<file path="config.mk">
export PLATFORM = sky130hd
export DESIGN_NAME = mlt_translator
export DESIGN_NICKNAME = d
export VERILOG_FILES = /design/src/design/mlt_pkg.sv /design/src/design/mlt_translator.sv
export SDC_FILE = /design/constraint.sdc
export NUM_CORES = 2
export LEC_CHECK = 0
export CELL_PAD_IN_SITES_DETAIL_PLACEMENT = 0
export CELL_PAD_IN_SITES_GLOBAL_PLACEMENT = 1
export CORE_MARGIN = 5
export CORE_UTILIZATION = 52
export CTS_CLUSTER_SIZE = 16
export DETAILED_ROUTE_END_ITERATION = 10
export DONT_BUFFER_PORTS = 1
export PLACE_DENSITY_LB_ADDON = 0.12
export RECOVER_POWER = 100
export SETUP_SLACK_MARGIN = 0.05
export SYNTH_ARGS = -nofsm -noshare
export SYNTH_HDL_FRONTEND = slang
export SYNTH_SLANG_ARGS = --single-unit
</file>
<file path="constraint.sdc">
create_clock -name ref_clk -period 13.5 [get_ports ref_clk]
set_clock_uncertainty 0.15 [all_clocks]
set_input_delay 1.35 -clock ref_clk [delete_from_list [all_inputs] [get_ports ref_clk]]
set_output_delay 1.35 -clock ref_clk [all_outputs]
set_load 0.1 [all_outputs]
</file>
<file path="src/design/mlt_pkg.sv">
// Shared constants and types for the protocol translator
package mlt_pkg;
  localparam logic [7:0] FC_RD_COIL = 8'h01;
  localparam logic [7:0] FC_RD_DISC = 8'h02;
  localparam logic [7:0] FC_RD_HOLD = 8'h03;
  localparam logic [7:0] FC_RD_INP = 8'h04;
  localparam logic [7:0] FC_WR_COIL = 8'h05;
  localparam logic [7:0] FC_WR_REG = 8'h06;
  localparam logic [7:0] FC_WR_COILS = 8'h0F;
  localparam logic [7:0] FC_WR_REGS = 8'h10;
  localparam logic [7:0] FC_RAND_RD = 8'h64;
  localparam logic [7:0] LC_PRI_READ = 8'h01;
  localparam logic [7:0] LC_PRI_WRITE = 8'h02;
  localparam logic [7:0] LC_LP_READ = 8'h03;
  localparam logic [7:0] LC_LP_WRITE = 8'h04;
  localparam logic [7:0] LC_RAND_READ = 8'h05;
  localparam logic [7:0] EX_ILL_FUNC = 8'h01;
  localparam logic [7:0] EX_ILL_ADDR = 8'h02;
  localparam logic [7:0] EX_ILL_VAL = 8'h03;
  localparam logic [7:0] EX_SPAN = 8'h05;
  localparam logic [7:0] EX_PATH = 8'h0A;
  localparam logic [7:0] EX_NO_RESP = 8'h0B;
  localparam logic [7:0] LE_ILL_ADDR = 8'h03;
  localparam logic [7:0] LE_ILL_VAL = 8'h05;
  localparam logic [7:0] LE_ROUTE = 8'h1D;
  localparam logic [7:0] LE_NO_RESP = 8'h11;
  localparam logic [7:0] MAX_LEG_REGS = 8'h80;
  localparam logic [7:0] MAX_MB_READ = 8'h7D;
  localparam logic [7:0] MAX_MB_WRITE = 8'h78;
  localparam logic [7:0] BITS_PER_REG = 8'h10;
  localparam logic [3:0] BIT_SHIFT = 4'h4;
  localparam logic [15:0] COIL_ON = 16'hFF00;
  localparam logic [4:0] COIL_BURST = 5'h0F;
  localparam logic [2:0] ROUTE_MAX = 3'h4;
  localparam logic [15:0] DEF_BAUD = 16'h2580;
  localparam logic [3:0] DEF_DATA_BITS = 4'h8;
  localparam logic [1:0] DEF_STOP_BITS = 2'h1;
  typedef enum logic [1:0] {mlt_modbus, mlt_modbus_host, mlt_legacy,
    paired_network_link_mode} mlt_mode_t;
  typedef enum logic [1:0] {mlt_par_none, mlt_par_even, mlt_par_odd} mlt_parity_t;
  typedef enum logic {mlt_bcc, mlt_crc16} mlt_csum_t;
  typedef enum logic [2:0] {mlt_leg_read, mlt_leg_write, mlt_mb_req, mlt_except,
    mlt_pass} mlt_kind_t;
  typedef struct packed {
    mlt_mode_t mode; logic [7:0] drop; logic [15:0] baud; mlt_parity_t parity;
    logic [3:0] data_bits; logic [1:0] stop_bits; logic four_wire; mlt_csum_t csum;
    logic [7:0] map_read_fc; logic [7:0] map_write_fc;
  } mlt_cfg_t;
  typedef struct packed {
    logic from_legacy; logic [7:0] func; logic [15:0] addr; logic [7:0] count;
    logic [15:0] data; logic masked; logic [15:0] mask; logic [3:0] tag;
    logic route_empty; logic route_other; logic [31:0] route; logic [2:0] route_len;
  } mlt_req_t;
  typedef struct packed {
    mlt_kind_t kind; logic [7:0] func; logic [15:0] addr; logic [7:0] count;
    logic [15:0] data; logic [15:0] mask; logic low_prio; logic [3:0] tag;
    logic [31:0] route; logic [2:0] route_len;
  } mlt_cmd_t;
  typedef struct packed {
    logic [3:0] tag; logic to_modbus; logic err; logic [7:0] code; logic [15:0] data;
  } mlt_rsp_t;
endpackage : mlt_pkg

</file>
<file path="src/design/mlt_translator.sv">
// Request translator between register-protocol and legacy-network messages
// Notes on behaviour
// - Holding reads and writes map one-to-one onto legacy registers.
// - Input-register reads map like holding reads.
// - Coil n is register (n-1)/16+1, bit (n-1)%16+1.
// - Legacy bits run 1 to 16, bit 1 the LSB.
// - Discrete inputs map like coils.
// - Each register or bit command becomes a low-priority transfer.
// - Coil writes become bit-masked low-priority writes.
// - Multiple-coil writes spanning registers get exception 5.
// - Legacy reads become holding reads, writes multiple writes.
// - Legacy random read becomes the vendor random-read code.
// - Custom-map mode uses configured function codes.
// - Unmasked writes into coil space force all 16 bits.
// - Legacy carries 128 registers; translated reads 125, writes 120.
// - Errors 2/3, 3/5, 10/29, 11/17 translate both ways.
// - Other error codes pass unchanged.
// - Legacy defaults: 9600, even, 8, 1, four-wire, block check.
// - Port drop ends inbound routes, starts PLC-originated routes.
// - Legacy port is full duplex; PLC is master and slave.
// - Paired ends agree on drop, framing and checksum.
// - A paired-link route holds the pair's drop once.
// - Other-type route entries get translation, not pass-through.
// - Messages with an empty route entry are dropped silently.
`timescale 1ns/1ns
`default_nettype none

module mlt_fifo #(
  parameter int WIDTH = 8,
  parameter int DEPTH = 8
) (
  input wire logic ref_clk,
  input wire logic reset,
  input wire logic in_valid,
  output logic in_ready,
  input wire logic [WIDTH-1:0] in_data,
  output logic out_valid,
  input wire logic out_ready,
  output logic [WIDTH-1:0] out_data
);
  localparam int AW = $clog2(DEPTH);
  typedef struct packed {
    logic [DEPTH-1:0][WIDTH-1:0] mem;
    logic [AW:0] wr;
    logic [AW:0] rd;
  } mlt_fifo_state_t;
  mlt_fifo_state_t st;
  mlt_fifo_state_t next_st;
  logic full;
  logic empty;

  // Extra pointer bit tells full from empty
  assign empty = st.wr == st.rd;
  assign full = (st.wr[AW-1:0] == st.rd[AW-1:0]) && (st.wr[AW] != st.rd[AW]);
  assign in_ready = !full;
  assign out_valid = !empty;
  assign out_data = st.mem[st.rd[AW-1:0]];

  always_comb begin
    next_st = st;
    if (in_valid && !full) begin
      next_st.mem[st.wr[AW-1:0]] = in_data;
      next_st.wr = st.wr + 1'b1;
    end
    if (out_ready && !empty) begin
      next_st.rd = st.rd + 1'b1;
    end
  end

  always_ff @(posedge ref_clk) begin
    if (reset) begin
      st <= '0;
    end else begin
      st <= next_st;
    end
  end
endmodule : mlt_fifo

module mlt_translator #(
  parameter int FIFO_DEPTH = 8
) (
  input wire logic ref_clk,
  input wire logic reset,
  input wire mlt_pkg::mlt_cfg_t cfg,
  input wire mlt_pkg::mlt_cfg_t peer_cfg,
  output mlt_pkg::mlt_cfg_t default_cfg,
  output logic link_ok,
  input wire logic req_valid,
  output logic req_ready,
  input wire mlt_pkg::mlt_req_t req,
  output logic cmd_valid,
  input wire logic cmd_ready,
  output mlt_pkg::mlt_cmd_t cmd,
  input wire logic rsp_valid,
  input wire mlt_pkg::mlt_rsp_t rsp,
  output logic rsp_out_valid,
  output mlt_pkg::mlt_rsp_t rsp_out,
  output logic discard
);
  typedef struct packed {
    logic busy;
    mlt_pkg::mlt_cmd_t item;
    logic [4:0] left;
    logic [15:0] pending;
    logic rsp_v;
    mlt_pkg::mlt_rsp_t rsp;
    logic discard;
    logic link_ok;
  } mlt_state_t;
  mlt_state_t st;
  mlt_state_t next_st;
  logic push;
  logic fifo_ready;
  logic [$bits(mlt_pkg::mlt_cmd_t)-1:0] fifo_out;

  // Direction bit picks the half of the table
  function automatic logic [7:0] err_map(input logic to_mb, input logic [7:0] c);
    unique case ({to_mb, c})
      {1'b0, mlt_pkg::EX_ILL_ADDR}: err_map = mlt_pkg::LE_ILL_ADDR;
      {1'b0, mlt_pkg::EX_ILL_VAL}: err_map = mlt_pkg::LE_ILL_VAL;
      {1'b0, mlt_pkg::EX_PATH}: err_map = mlt_pkg::LE_ROUTE;
      {1'b0, mlt_pkg::EX_NO_RESP}: err_map = mlt_pkg::LE_NO_RESP;
      {1'b1, mlt_pkg::LE_ILL_ADDR}: err_map = mlt_pkg::EX_ILL_ADDR;
      {1'b1, mlt_pkg::LE_ILL_VAL}: err_map = mlt_pkg::EX_ILL_VAL;
      {1'b1, mlt_pkg::LE_ROUTE}: err_map = mlt_pkg::EX_PATH;
      {1'b1, mlt_pkg::LE_NO_RESP}: err_map = mlt_pkg::EX_NO_RESP;
      default: err_map = c;
    endcase
  endfunction : err_map

  // Coil to legacy register
  function automatic logic [15:0] coil_reg(input logic [15:0] n);
    coil_reg = ((n - 16'h0001) >> mlt_pkg::BIT_SHIFT) + 16'h0001;
  endfunction : coil_reg

  function automatic logic [3:0] coil_bit(input logic [15:0] n);
    logic [15:0] m;
    m = n - 16'h0001;
    coil_bit = m[3:0];
  endfunction : coil_bit

  function automatic logic [2:0] drop_hits(input logic [31:0] r, input logic [2:0] len,
                                           input logic [7:0] d);
    drop_hits = 3'h0;
    for (int i = 0; i < 4; i++) begin
      if (3'(i) < len && r[i*8 +: 8] == d) begin
        drop_hits = drop_hits + 3'h1;
      end
    end
  endfunction : drop_hits

  // Legacy-mode port framing defaults
  assign default_cfg = '{mlt_pkg::mlt_legacy, cfg.drop, mlt_pkg::DEF_BAUD,
    mlt_pkg::mlt_par_even, mlt_pkg::DEF_DATA_BITS, mlt_pkg::DEF_STOP_BITS, 1'b1,
    mlt_pkg::mlt_bcc, cfg.map_read_fc, cfg.map_write_fc};

  // No turn-taking between directions
  assign req_ready = !st.busy;
  assign push = st.busy;
  assign link_ok = st.link_ok;
  assign rsp_out_valid = st.rsp_v;
  assign rsp_out = st.rsp;
  assign discard = st.discard;
  assign cmd = mlt_pkg::mlt_cmd_t'(fifo_out);

  always_comb begin
    mlt_pkg::mlt_cmd_t t;
    logic [15:0] last;
    logic [15:0] pset;
    logic [15:0] pclr;
    logic [31:0] w;
    logic [7:0] fc;
    logic rd;
    logic wr;
    t = '0;
    last = '0;
    pset = '0;
    pclr = '0;
    w = '0;
    fc = '0;
    rd = 1'b0;
    wr = 1'b0;
    next_st = st;
    next_st.discard = 1'b0;
    next_st.rsp_v = 1'b0;
    next_st.link_ok = peer_cfg.mode == mlt_pkg::paired_network_link_mode
      && cfg.mode == mlt_pkg::paired_network_link_mode && peer_cfg.drop == cfg.drop
      && peer_cfg.baud == cfg.baud && peer_cfg.parity == cfg.parity
      && peer_cfg.data_bits == cfg.data_bits && peer_cfg.stop_bits == cfg.stop_bits
      && peer_cfg.csum == cfg.csum;
    // Coil burst walks address and data bit by bit
    if (push && fifo_ready) begin
      if (st.left == 5'h00) begin
        next_st.busy = 1'b0;
      end else begin
        next_st.left = st.left - 5'h01;
        next_st.item.addr = st.item.addr + 16'h0001;
        next_st.item.mask = {1'b0, st.item.mask[15:1]};
        next_st.item.data = st.item.mask[1] ? mlt_pkg::COIL_ON : 16'h0000;
      end
    end
    if (req_valid && !st.busy) begin
      t.kind = mlt_pkg::mlt_pass;
      t.func = req.func;
      t.addr = req.addr;
      t.count = req.count;
      t.data = req.data;
      t.mask = req.mask;
      t.tag = req.tag;
      t.route = req.route;
      t.route_len = req.route_len;
      last = req.addr + {8'h00, req.count} - 16'h0001;
      if (req.route_empty) begin
        next_st.discard = 1'b1;
      end else if (!req.route_other) begin
        next_st.busy = 1'b1;
        next_st.left = 5'h00;
        next_st.item = t;
      end else begin
        next_st.busy = 1'b1;
        next_st.left = 5'h00;
        if (cfg.mode == mlt_pkg::paired_network_link_mode
            && drop_hits(req.route, req.route_len, cfg.drop) != 3'h1) begin
          t.kind = mlt_pkg::mlt_except;
          t.func = req.from_legacy ? mlt_pkg::LE_ROUTE : mlt_pkg::EX_PATH;
        end else if (!req.from_legacy) begin
          t.low_prio = 1'b1;
          if (req.route_len < mlt_pkg::ROUTE_MAX) begin
            t.route[req.route_len*8 +: 8] = cfg.drop;
            t.route_len = req.route_len + 3'h1;
          end
          t.kind = mlt_pkg::mlt_leg_read;
          unique case (req.func)
            mlt_pkg::FC_RD_HOLD, mlt_pkg::FC_RD_INP: begin
              if (req.count == 8'h00 || req.count > mlt_pkg::MAX_MB_READ) begin
                t.kind = mlt_pkg::mlt_except;
                t.func = mlt_pkg::EX_ILL_VAL;
              end
            end
            mlt_pkg::FC_WR_REG: begin
              t.kind = mlt_pkg::mlt_leg_write;
              t.count = 8'h01;
            end
            mlt_pkg::FC_WR_REGS: begin
              t.kind = mlt_pkg::mlt_leg_write;
              if (req.count == 8'h00 || req.count > mlt_pkg::MAX_MB_WRITE) begin
                t.kind = mlt_pkg::mlt_except;
                t.func = mlt_pkg::EX_ILL_VAL;
              end
            end
            mlt_pkg::FC_RD_COIL, mlt_pkg::FC_RD_DISC: begin
              t.addr = coil_reg(req.addr);
              t.count = 8'(coil_reg(last) - coil_reg(req.addr) + 16'h0001);
              if (req.count == 8'h00) begin
                t.kind = mlt_pkg::mlt_except;
                t.func = mlt_pkg::EX_ILL_VAL;
              end
            end
            mlt_pkg::FC_WR_COIL: begin
              t.kind = mlt_pkg::mlt_leg_write;
              t.addr = coil_reg(req.addr);
              t.count = 8'h01;
              t.mask = 16'h0001 << coil_bit(req.addr);
              t.data = (req.data == mlt_pkg::COIL_ON) ? t.mask : 16'h0000;
            end
            mlt_pkg::FC_WR_COILS: begin
              t.kind = mlt_pkg::mlt_leg_write;
              t.addr = coil_reg(req.addr);
              t.count = 8'h01;
              w = ((32'h1 << req.count) - 32'h1) << coil_bit(req.addr);
              t.mask = w[15:0];
              w = {16'h0000, req.data} << coil_bit(req.addr);
              t.data = w[15:0] & t.mask;
              if (req.count == 8'h00) begin
                t.kind = mlt_pkg::mlt_except;
                t.func = mlt_pkg::EX_ILL_VAL;
              end else if (coil_reg(last) != coil_reg(req.addr)) begin
                t.kind = mlt_pkg::mlt_except;
                t.func = mlt_pkg::EX_SPAN;
              end
            end
            default: begin
              t.kind = mlt_pkg::mlt_except;
              t.func = mlt_pkg::EX_ILL_FUNC;
            end
          endcase
        end else begin
          t.kind = mlt_pkg::mlt_mb_req;
          t.route = {req.route[23:0], cfg.drop};
          t.route_len = (req.route_len < mlt_pkg::ROUTE_MAX) ?
            req.route_len + 3'h1 : mlt_pkg::ROUTE_MAX;
          rd = req.func == mlt_pkg::LC_PRI_READ || req.func == mlt_pkg::LC_LP_READ;
          wr = req.func == mlt_pkg::LC_PRI_WRITE || req.func == mlt_pkg::LC_LP_WRITE;
          fc = rd ? mlt_pkg::FC_RD_HOLD : mlt_pkg::FC_WR_REGS;
          if (cfg.mode == mlt_pkg::mlt_modbus_host) begin
            fc = rd ? cfg.map_read_fc : cfg.map_write_fc;
          end
          t.func = fc;
          if (fc == mlt_pkg::FC_RD_COIL || fc == mlt_pkg::FC_RD_DISC
              || fc == mlt_pkg::FC_WR_COIL || fc == mlt_pkg::FC_WR_COILS) begin
            t.addr = 16'((req.addr - 16'h0001) << mlt_pkg::BIT_SHIFT) + 16'h0001;
            t.count = rd ? 8'(req.count << mlt_pkg::BIT_SHIFT) : mlt_pkg::BITS_PER_REG;
          end
          if (wr && fc == mlt_pkg::FC_WR_COILS) begin
            t.mask = req.masked ? req.mask : 16'hFFFF;
          end
          if (wr && fc == mlt_pkg::FC_WR_COIL) begin
            // Sixteen writes leave the FIFO one after another
            t.count = 8'h01;
            t.mask = req.data;
            t.data = req.data[0] ? mlt_pkg::COIL_ON : 16'h0000;
            next_st.left = mlt_pkg::COIL_BURST;
          end
          if (req.func == mlt_pkg::LC_RAND_READ) begin
            t.func = mlt_pkg::FC_RAND_RD;
          end else if (!rd && !wr) begin
            t.kind = mlt_pkg::mlt_except;
            t.func = mlt_pkg::LE_ROUTE;
            next_st.left = 5'h00;
          end
          if (req.count > mlt_pkg::MAX_LEG_REGS
              || (rd && req.count > mlt_pkg::MAX_MB_READ)
              || (wr && req.count > mlt_pkg::MAX_MB_WRITE)) begin
            t.kind = mlt_pkg::mlt_except;
            t.func = mlt_pkg::LE_ILL_VAL;
            next_st.left = 5'h00;
          end
        end
        next_st.item = t;
        if (t.kind != mlt_pkg::mlt_except) begin
          pset[req.tag] = 1'b1;
        end
      end
    end
    // Unpaired replies have nowhere to go
    if (rsp_valid && st.pending[rsp.tag]) begin
      pclr[rsp.tag] = 1'b1;
      next_st.rsp_v = 1'b1;
      next_st.rsp = rsp;
      if (rsp.err) begin
        next_st.rsp.code = err_map(rsp.to_modbus,
                                   rsp.code);
      end
    end
    // New request wins over a same-tag clear
    next_st.pending = (st.pending & ~pclr) | pset;
  end

  always_ff @(posedge ref_clk) begin
    if (reset) begin
      st <= '0;
    end else begin
      st <= next_st;
    end
  end

  mlt_fifo #(
    .WIDTH($bits(mlt_pkg::mlt_cmd_t)),
    .DEPTH(FIFO_DEPTH)
  ) u_fifo (
    .ref_clk(ref_clk),
    .reset(reset),
    .in_valid(push),
    .in_ready(fifo_ready),
    .in_data(st.item),
    .out_valid(cmd_valid),
    .out_ready(cmd_ready),
    .out_data(fifo_out)
  );
endmodule : mlt_translator

`default_nettype wire

</file>
==> flow_summary.json <==
{
  "status": "complete, but fails checks",
  "violations": "max-capacitance violations, max-slew violations",
  "worst_path_largest_cell_delay_ns": 2.80,
  "avgSynthCellArea_um2": 7.97,
  "power.internal_mw": 5.13,
  "drc": 0,
  "final_util": 0.554,
  "setup_viol": 0,
  "synthArstFlopShare": 0,
  "p_leak_nw": 17.7,
  "rows": 115,
  "yosysWarnings": 0,
  "post_cts_buffers": 0,
  "reg2reg_depth": 8,
  "path_clk_slew_ns": 0.06,
  "setup_tns_ns": 0,
  "tightest_slew_ns": 6.38,
  "hpwlAfterDp_mm": 110,
  "ys_seq_area_frac": 0.398,
  "viasPerCell": 6.15,
  "synth_top_cell_by_area": "dfxtp_1",
  "p_per_area_mw_per_mm2": 128,
  "hold_class": "reg2reg",
  "place_ws_ns": 7.19,
  "relSlewSlack": -3.25,
  "p_sw_mw": 1.86,
  "fin_crit_sh": 0.682,
  "yosysTopAreaCellShare": 0.398,
  "dieArea_mm2": 0.106,
  "cp_cell_sequence": "clkbuf_1 > buf_4 > mux4_2 > mux2_2",
  "drtIter0Drc": 4895,
  "crit_fanout": 48,
  "syn_area_mm2": 0.0517,
  "die_y_um": 325,
  "grt_max_degree": 994,
  "cts_hold_buf": 0,
  "max_freq_mhz": 109,
  "grt_usage": 0.326,
  "synthDistinctLibCells": 92,
  "setup_slack_ns": 4.29,
  "cts_made_buffers": 109,
  "post_drt_wl_per_cell_um": 24.6,
  "grt_pass1_wl_mm": 270,
  "seqPwrFrac": 0.453,
  "gp_congestion": 0.992,
  "h-tree-depth": 3,
  "port_buffers": 0,
  "numClockSinks": 1026,
  "critPathKind": "reg2out",
  "start_kind": "flip-flop",
  "synthFlopType": "dfxtp_1",
  "cts_root_buffer": "clkbuf_16",
  "endpoint_kind": "output port",
  "holdPathStages": 2,
  "io_pins": 440,
  "grt_pass1_vias": 41700,
  "nNetsFinal": 6298,
  "p_clk_frac": 0.442,
  "drive_above_1_share": 0.0847,
  "synth-seq-cells": 1026,
  "hold_ws_ns": 0.299,
  "cts.path.max_buffers": 3,
  "start_util": 0.524,
  "min_period_ns": 9.21,
  "slowest_stage": "clkbuf_1",
  "cts_tree": "done",
  "vias": 45300,
  "drv_cap": 29,
  "swShare": 0.266,
  "drtAntennaViolNets": 0,
  "placed_cell_area_mm2": 0.0511,
  "stdcell_area_mm2": 0.0546,
  "coreArea_mm2": 0.0986,
  "clock_latency_ns": 0.70,
  "pwr-share-comb": 0.105,
  "area_delta_synth_final_pct": 5.66,
  "ir_drop_mv": 0.105,
  "grt-ovfl-total": 0,
  "first_pass_iters": 6,
  "die_x_um": 325,
  "synth_edf_count": 0,
  "cp.arrival_ns": 7.71,
  "cts_resized": 0,
  "finalMaxSlewViolations": 2294,
  "finalHoldViolCount": 0,
  "synthTopCellsByArea": "dfxtp_1, nand2_1, a21oi_1, mux4_2, clkbuf_1",
  "antenna_found_initial": 3,
  "grt_setup_unrepaired": "no",
  "worst-endpoint-required_ns": 12.00,
  "syn-instance-count": 6483,
  "wl_mm": 182
}
state kept, by name, summed over array words and instances (netlist names):
signal / flops
rsp_out_valid: 1
push: 1
link_ok: 1
rsp_out: 30
u_fifo.st: 864
st: 128
discard: 1
cell usage after synthesis (55+ instances only):
library cell  instances
mux4_2              219
nor3_1               78
clkbuf_1            554
o211ai_1             55
buf_4                82
nand2_1            2004
o21ai_0             116
xnor2_1             101
dfxtp_1            1026
nand3_1              79
inv_1                77
ha_1                 62
a21oi_1            1050
mux2_2              116
nor2_1              209
cells by family (layout without fill, tap and decap cells):
kind of cell / Yosys count / in the layout / synth area share
other: 2 / 32 / 0.000145
AO/OA/AOI/OAI: 1521 / 1521 / 0.169
adder cells (fa/ha/maj): 63 / 63 / 0.0154
XOR/XNOR: 148 / 148 / 0.0251
AND/OR/NAND/NOR: 2581 / 2581 / 0.203
flip-flops: 1026 / 1026 / 0.398
multiplexers: 369 / 369 / 0.127
buffers and inverters: 773 / 345 / 0.0626
layout make-up:
| cell class | count | area [um2] |
|---|---|---|
| Fill cell | 9303 | 44000 |
| Multi-Input combinational cell | 4710 | 28000 |
| Sequential cell | 1026 | 20500 |
| Clock buffer | 161 | 3320 |
| Tap cell | 1287 | 1610 |
| Clock inverter | 42 | 412 |
| Timing Repair Buffer | 61 | 373 |
| Inverter | 81 | 304 |
| Antenna cell | 4 | 10.0 |
through the flow:
step                      total power [mW]  instances
after floorplan                       3.85       6509
final                                 6.98       7372
after CTS                             7.02       7368
after global placement                3.95       7165
after detailed placement              3.95       7165
after global routing                  7.22       7369
placed cells by master (no fill, tap or decap), types with 44 or more instances in the layout:
cell       instances
clkbuf_16        111
mux2_1            85
a21oi_1         1050
xnor2_1           99
ha_1              62
o211ai_1          55
dfxtp_1         1024
nor3_1            78
nand4_1           44
nor2_1           209
nand3_1           79
nand2_1         2004
a211oi_1          52
xor2_1            47
mux4_2           219
o21ai_0          116
inv_1             77
worst paths after layout:
path                                     from                          end  slack, ns
setup / recovery    u_fifo.st[1]$_SDFFE_PP0P_                      cmd[21]       4.29
hold / removal    u_fifo.st[836]$_SDFFE_PP0P_  u_fifo.st[836]$_SDFFE_PP0P_       0.30
setup reg to reg    u_fifo.st[1]$_SDFFE_PP0P_  u_fifo.st[199]$_SDFFE_PP0P_       4.35
hold reg to reg   u_fifo.st[836]$_SDFFE_PP0P_  u_fifo.st[836]$_SDFFE_PP0P_       0.30
power groups by stage:
stage | registers, mW | clock network [mW] | logic [mW]
2_1_floorplan | 3.14 | 0 | 0.718
3_3_place_gp | 3.23 | 0 | 0.724
3_5_place_dp | 3.23 | 0 | 0.725
4_1_cts | 3.16 | 3.13 | 0.728
5_1_grt | 3.17 | 3.27 | 0.786
6_report | 3.17 | 3.09 | 0.732
layer usage:
| layer | global-route usage | vias up | share of wire |
|---|---|---|---|
| met5 | 0 | - | 0.000039 |
| met3 | 0.0838 | 271 | 0.10 |
| met2 | 0.507 | 1925 | 0.45 |
| met4 | 0.0847 | 2 | 0.027 |
| met1 | 0.457 | 22000 | 0.42 |
| li1 | - | 21100 | - |
critical path: cells and delay by family, from the launching register on:
family | cells | cell delay, ns
muxes | 2 | 1.11
buffers and inverters | 2 | 3.69
DFF | 1 | 2.17
Power figures use the tool's default switching activity.
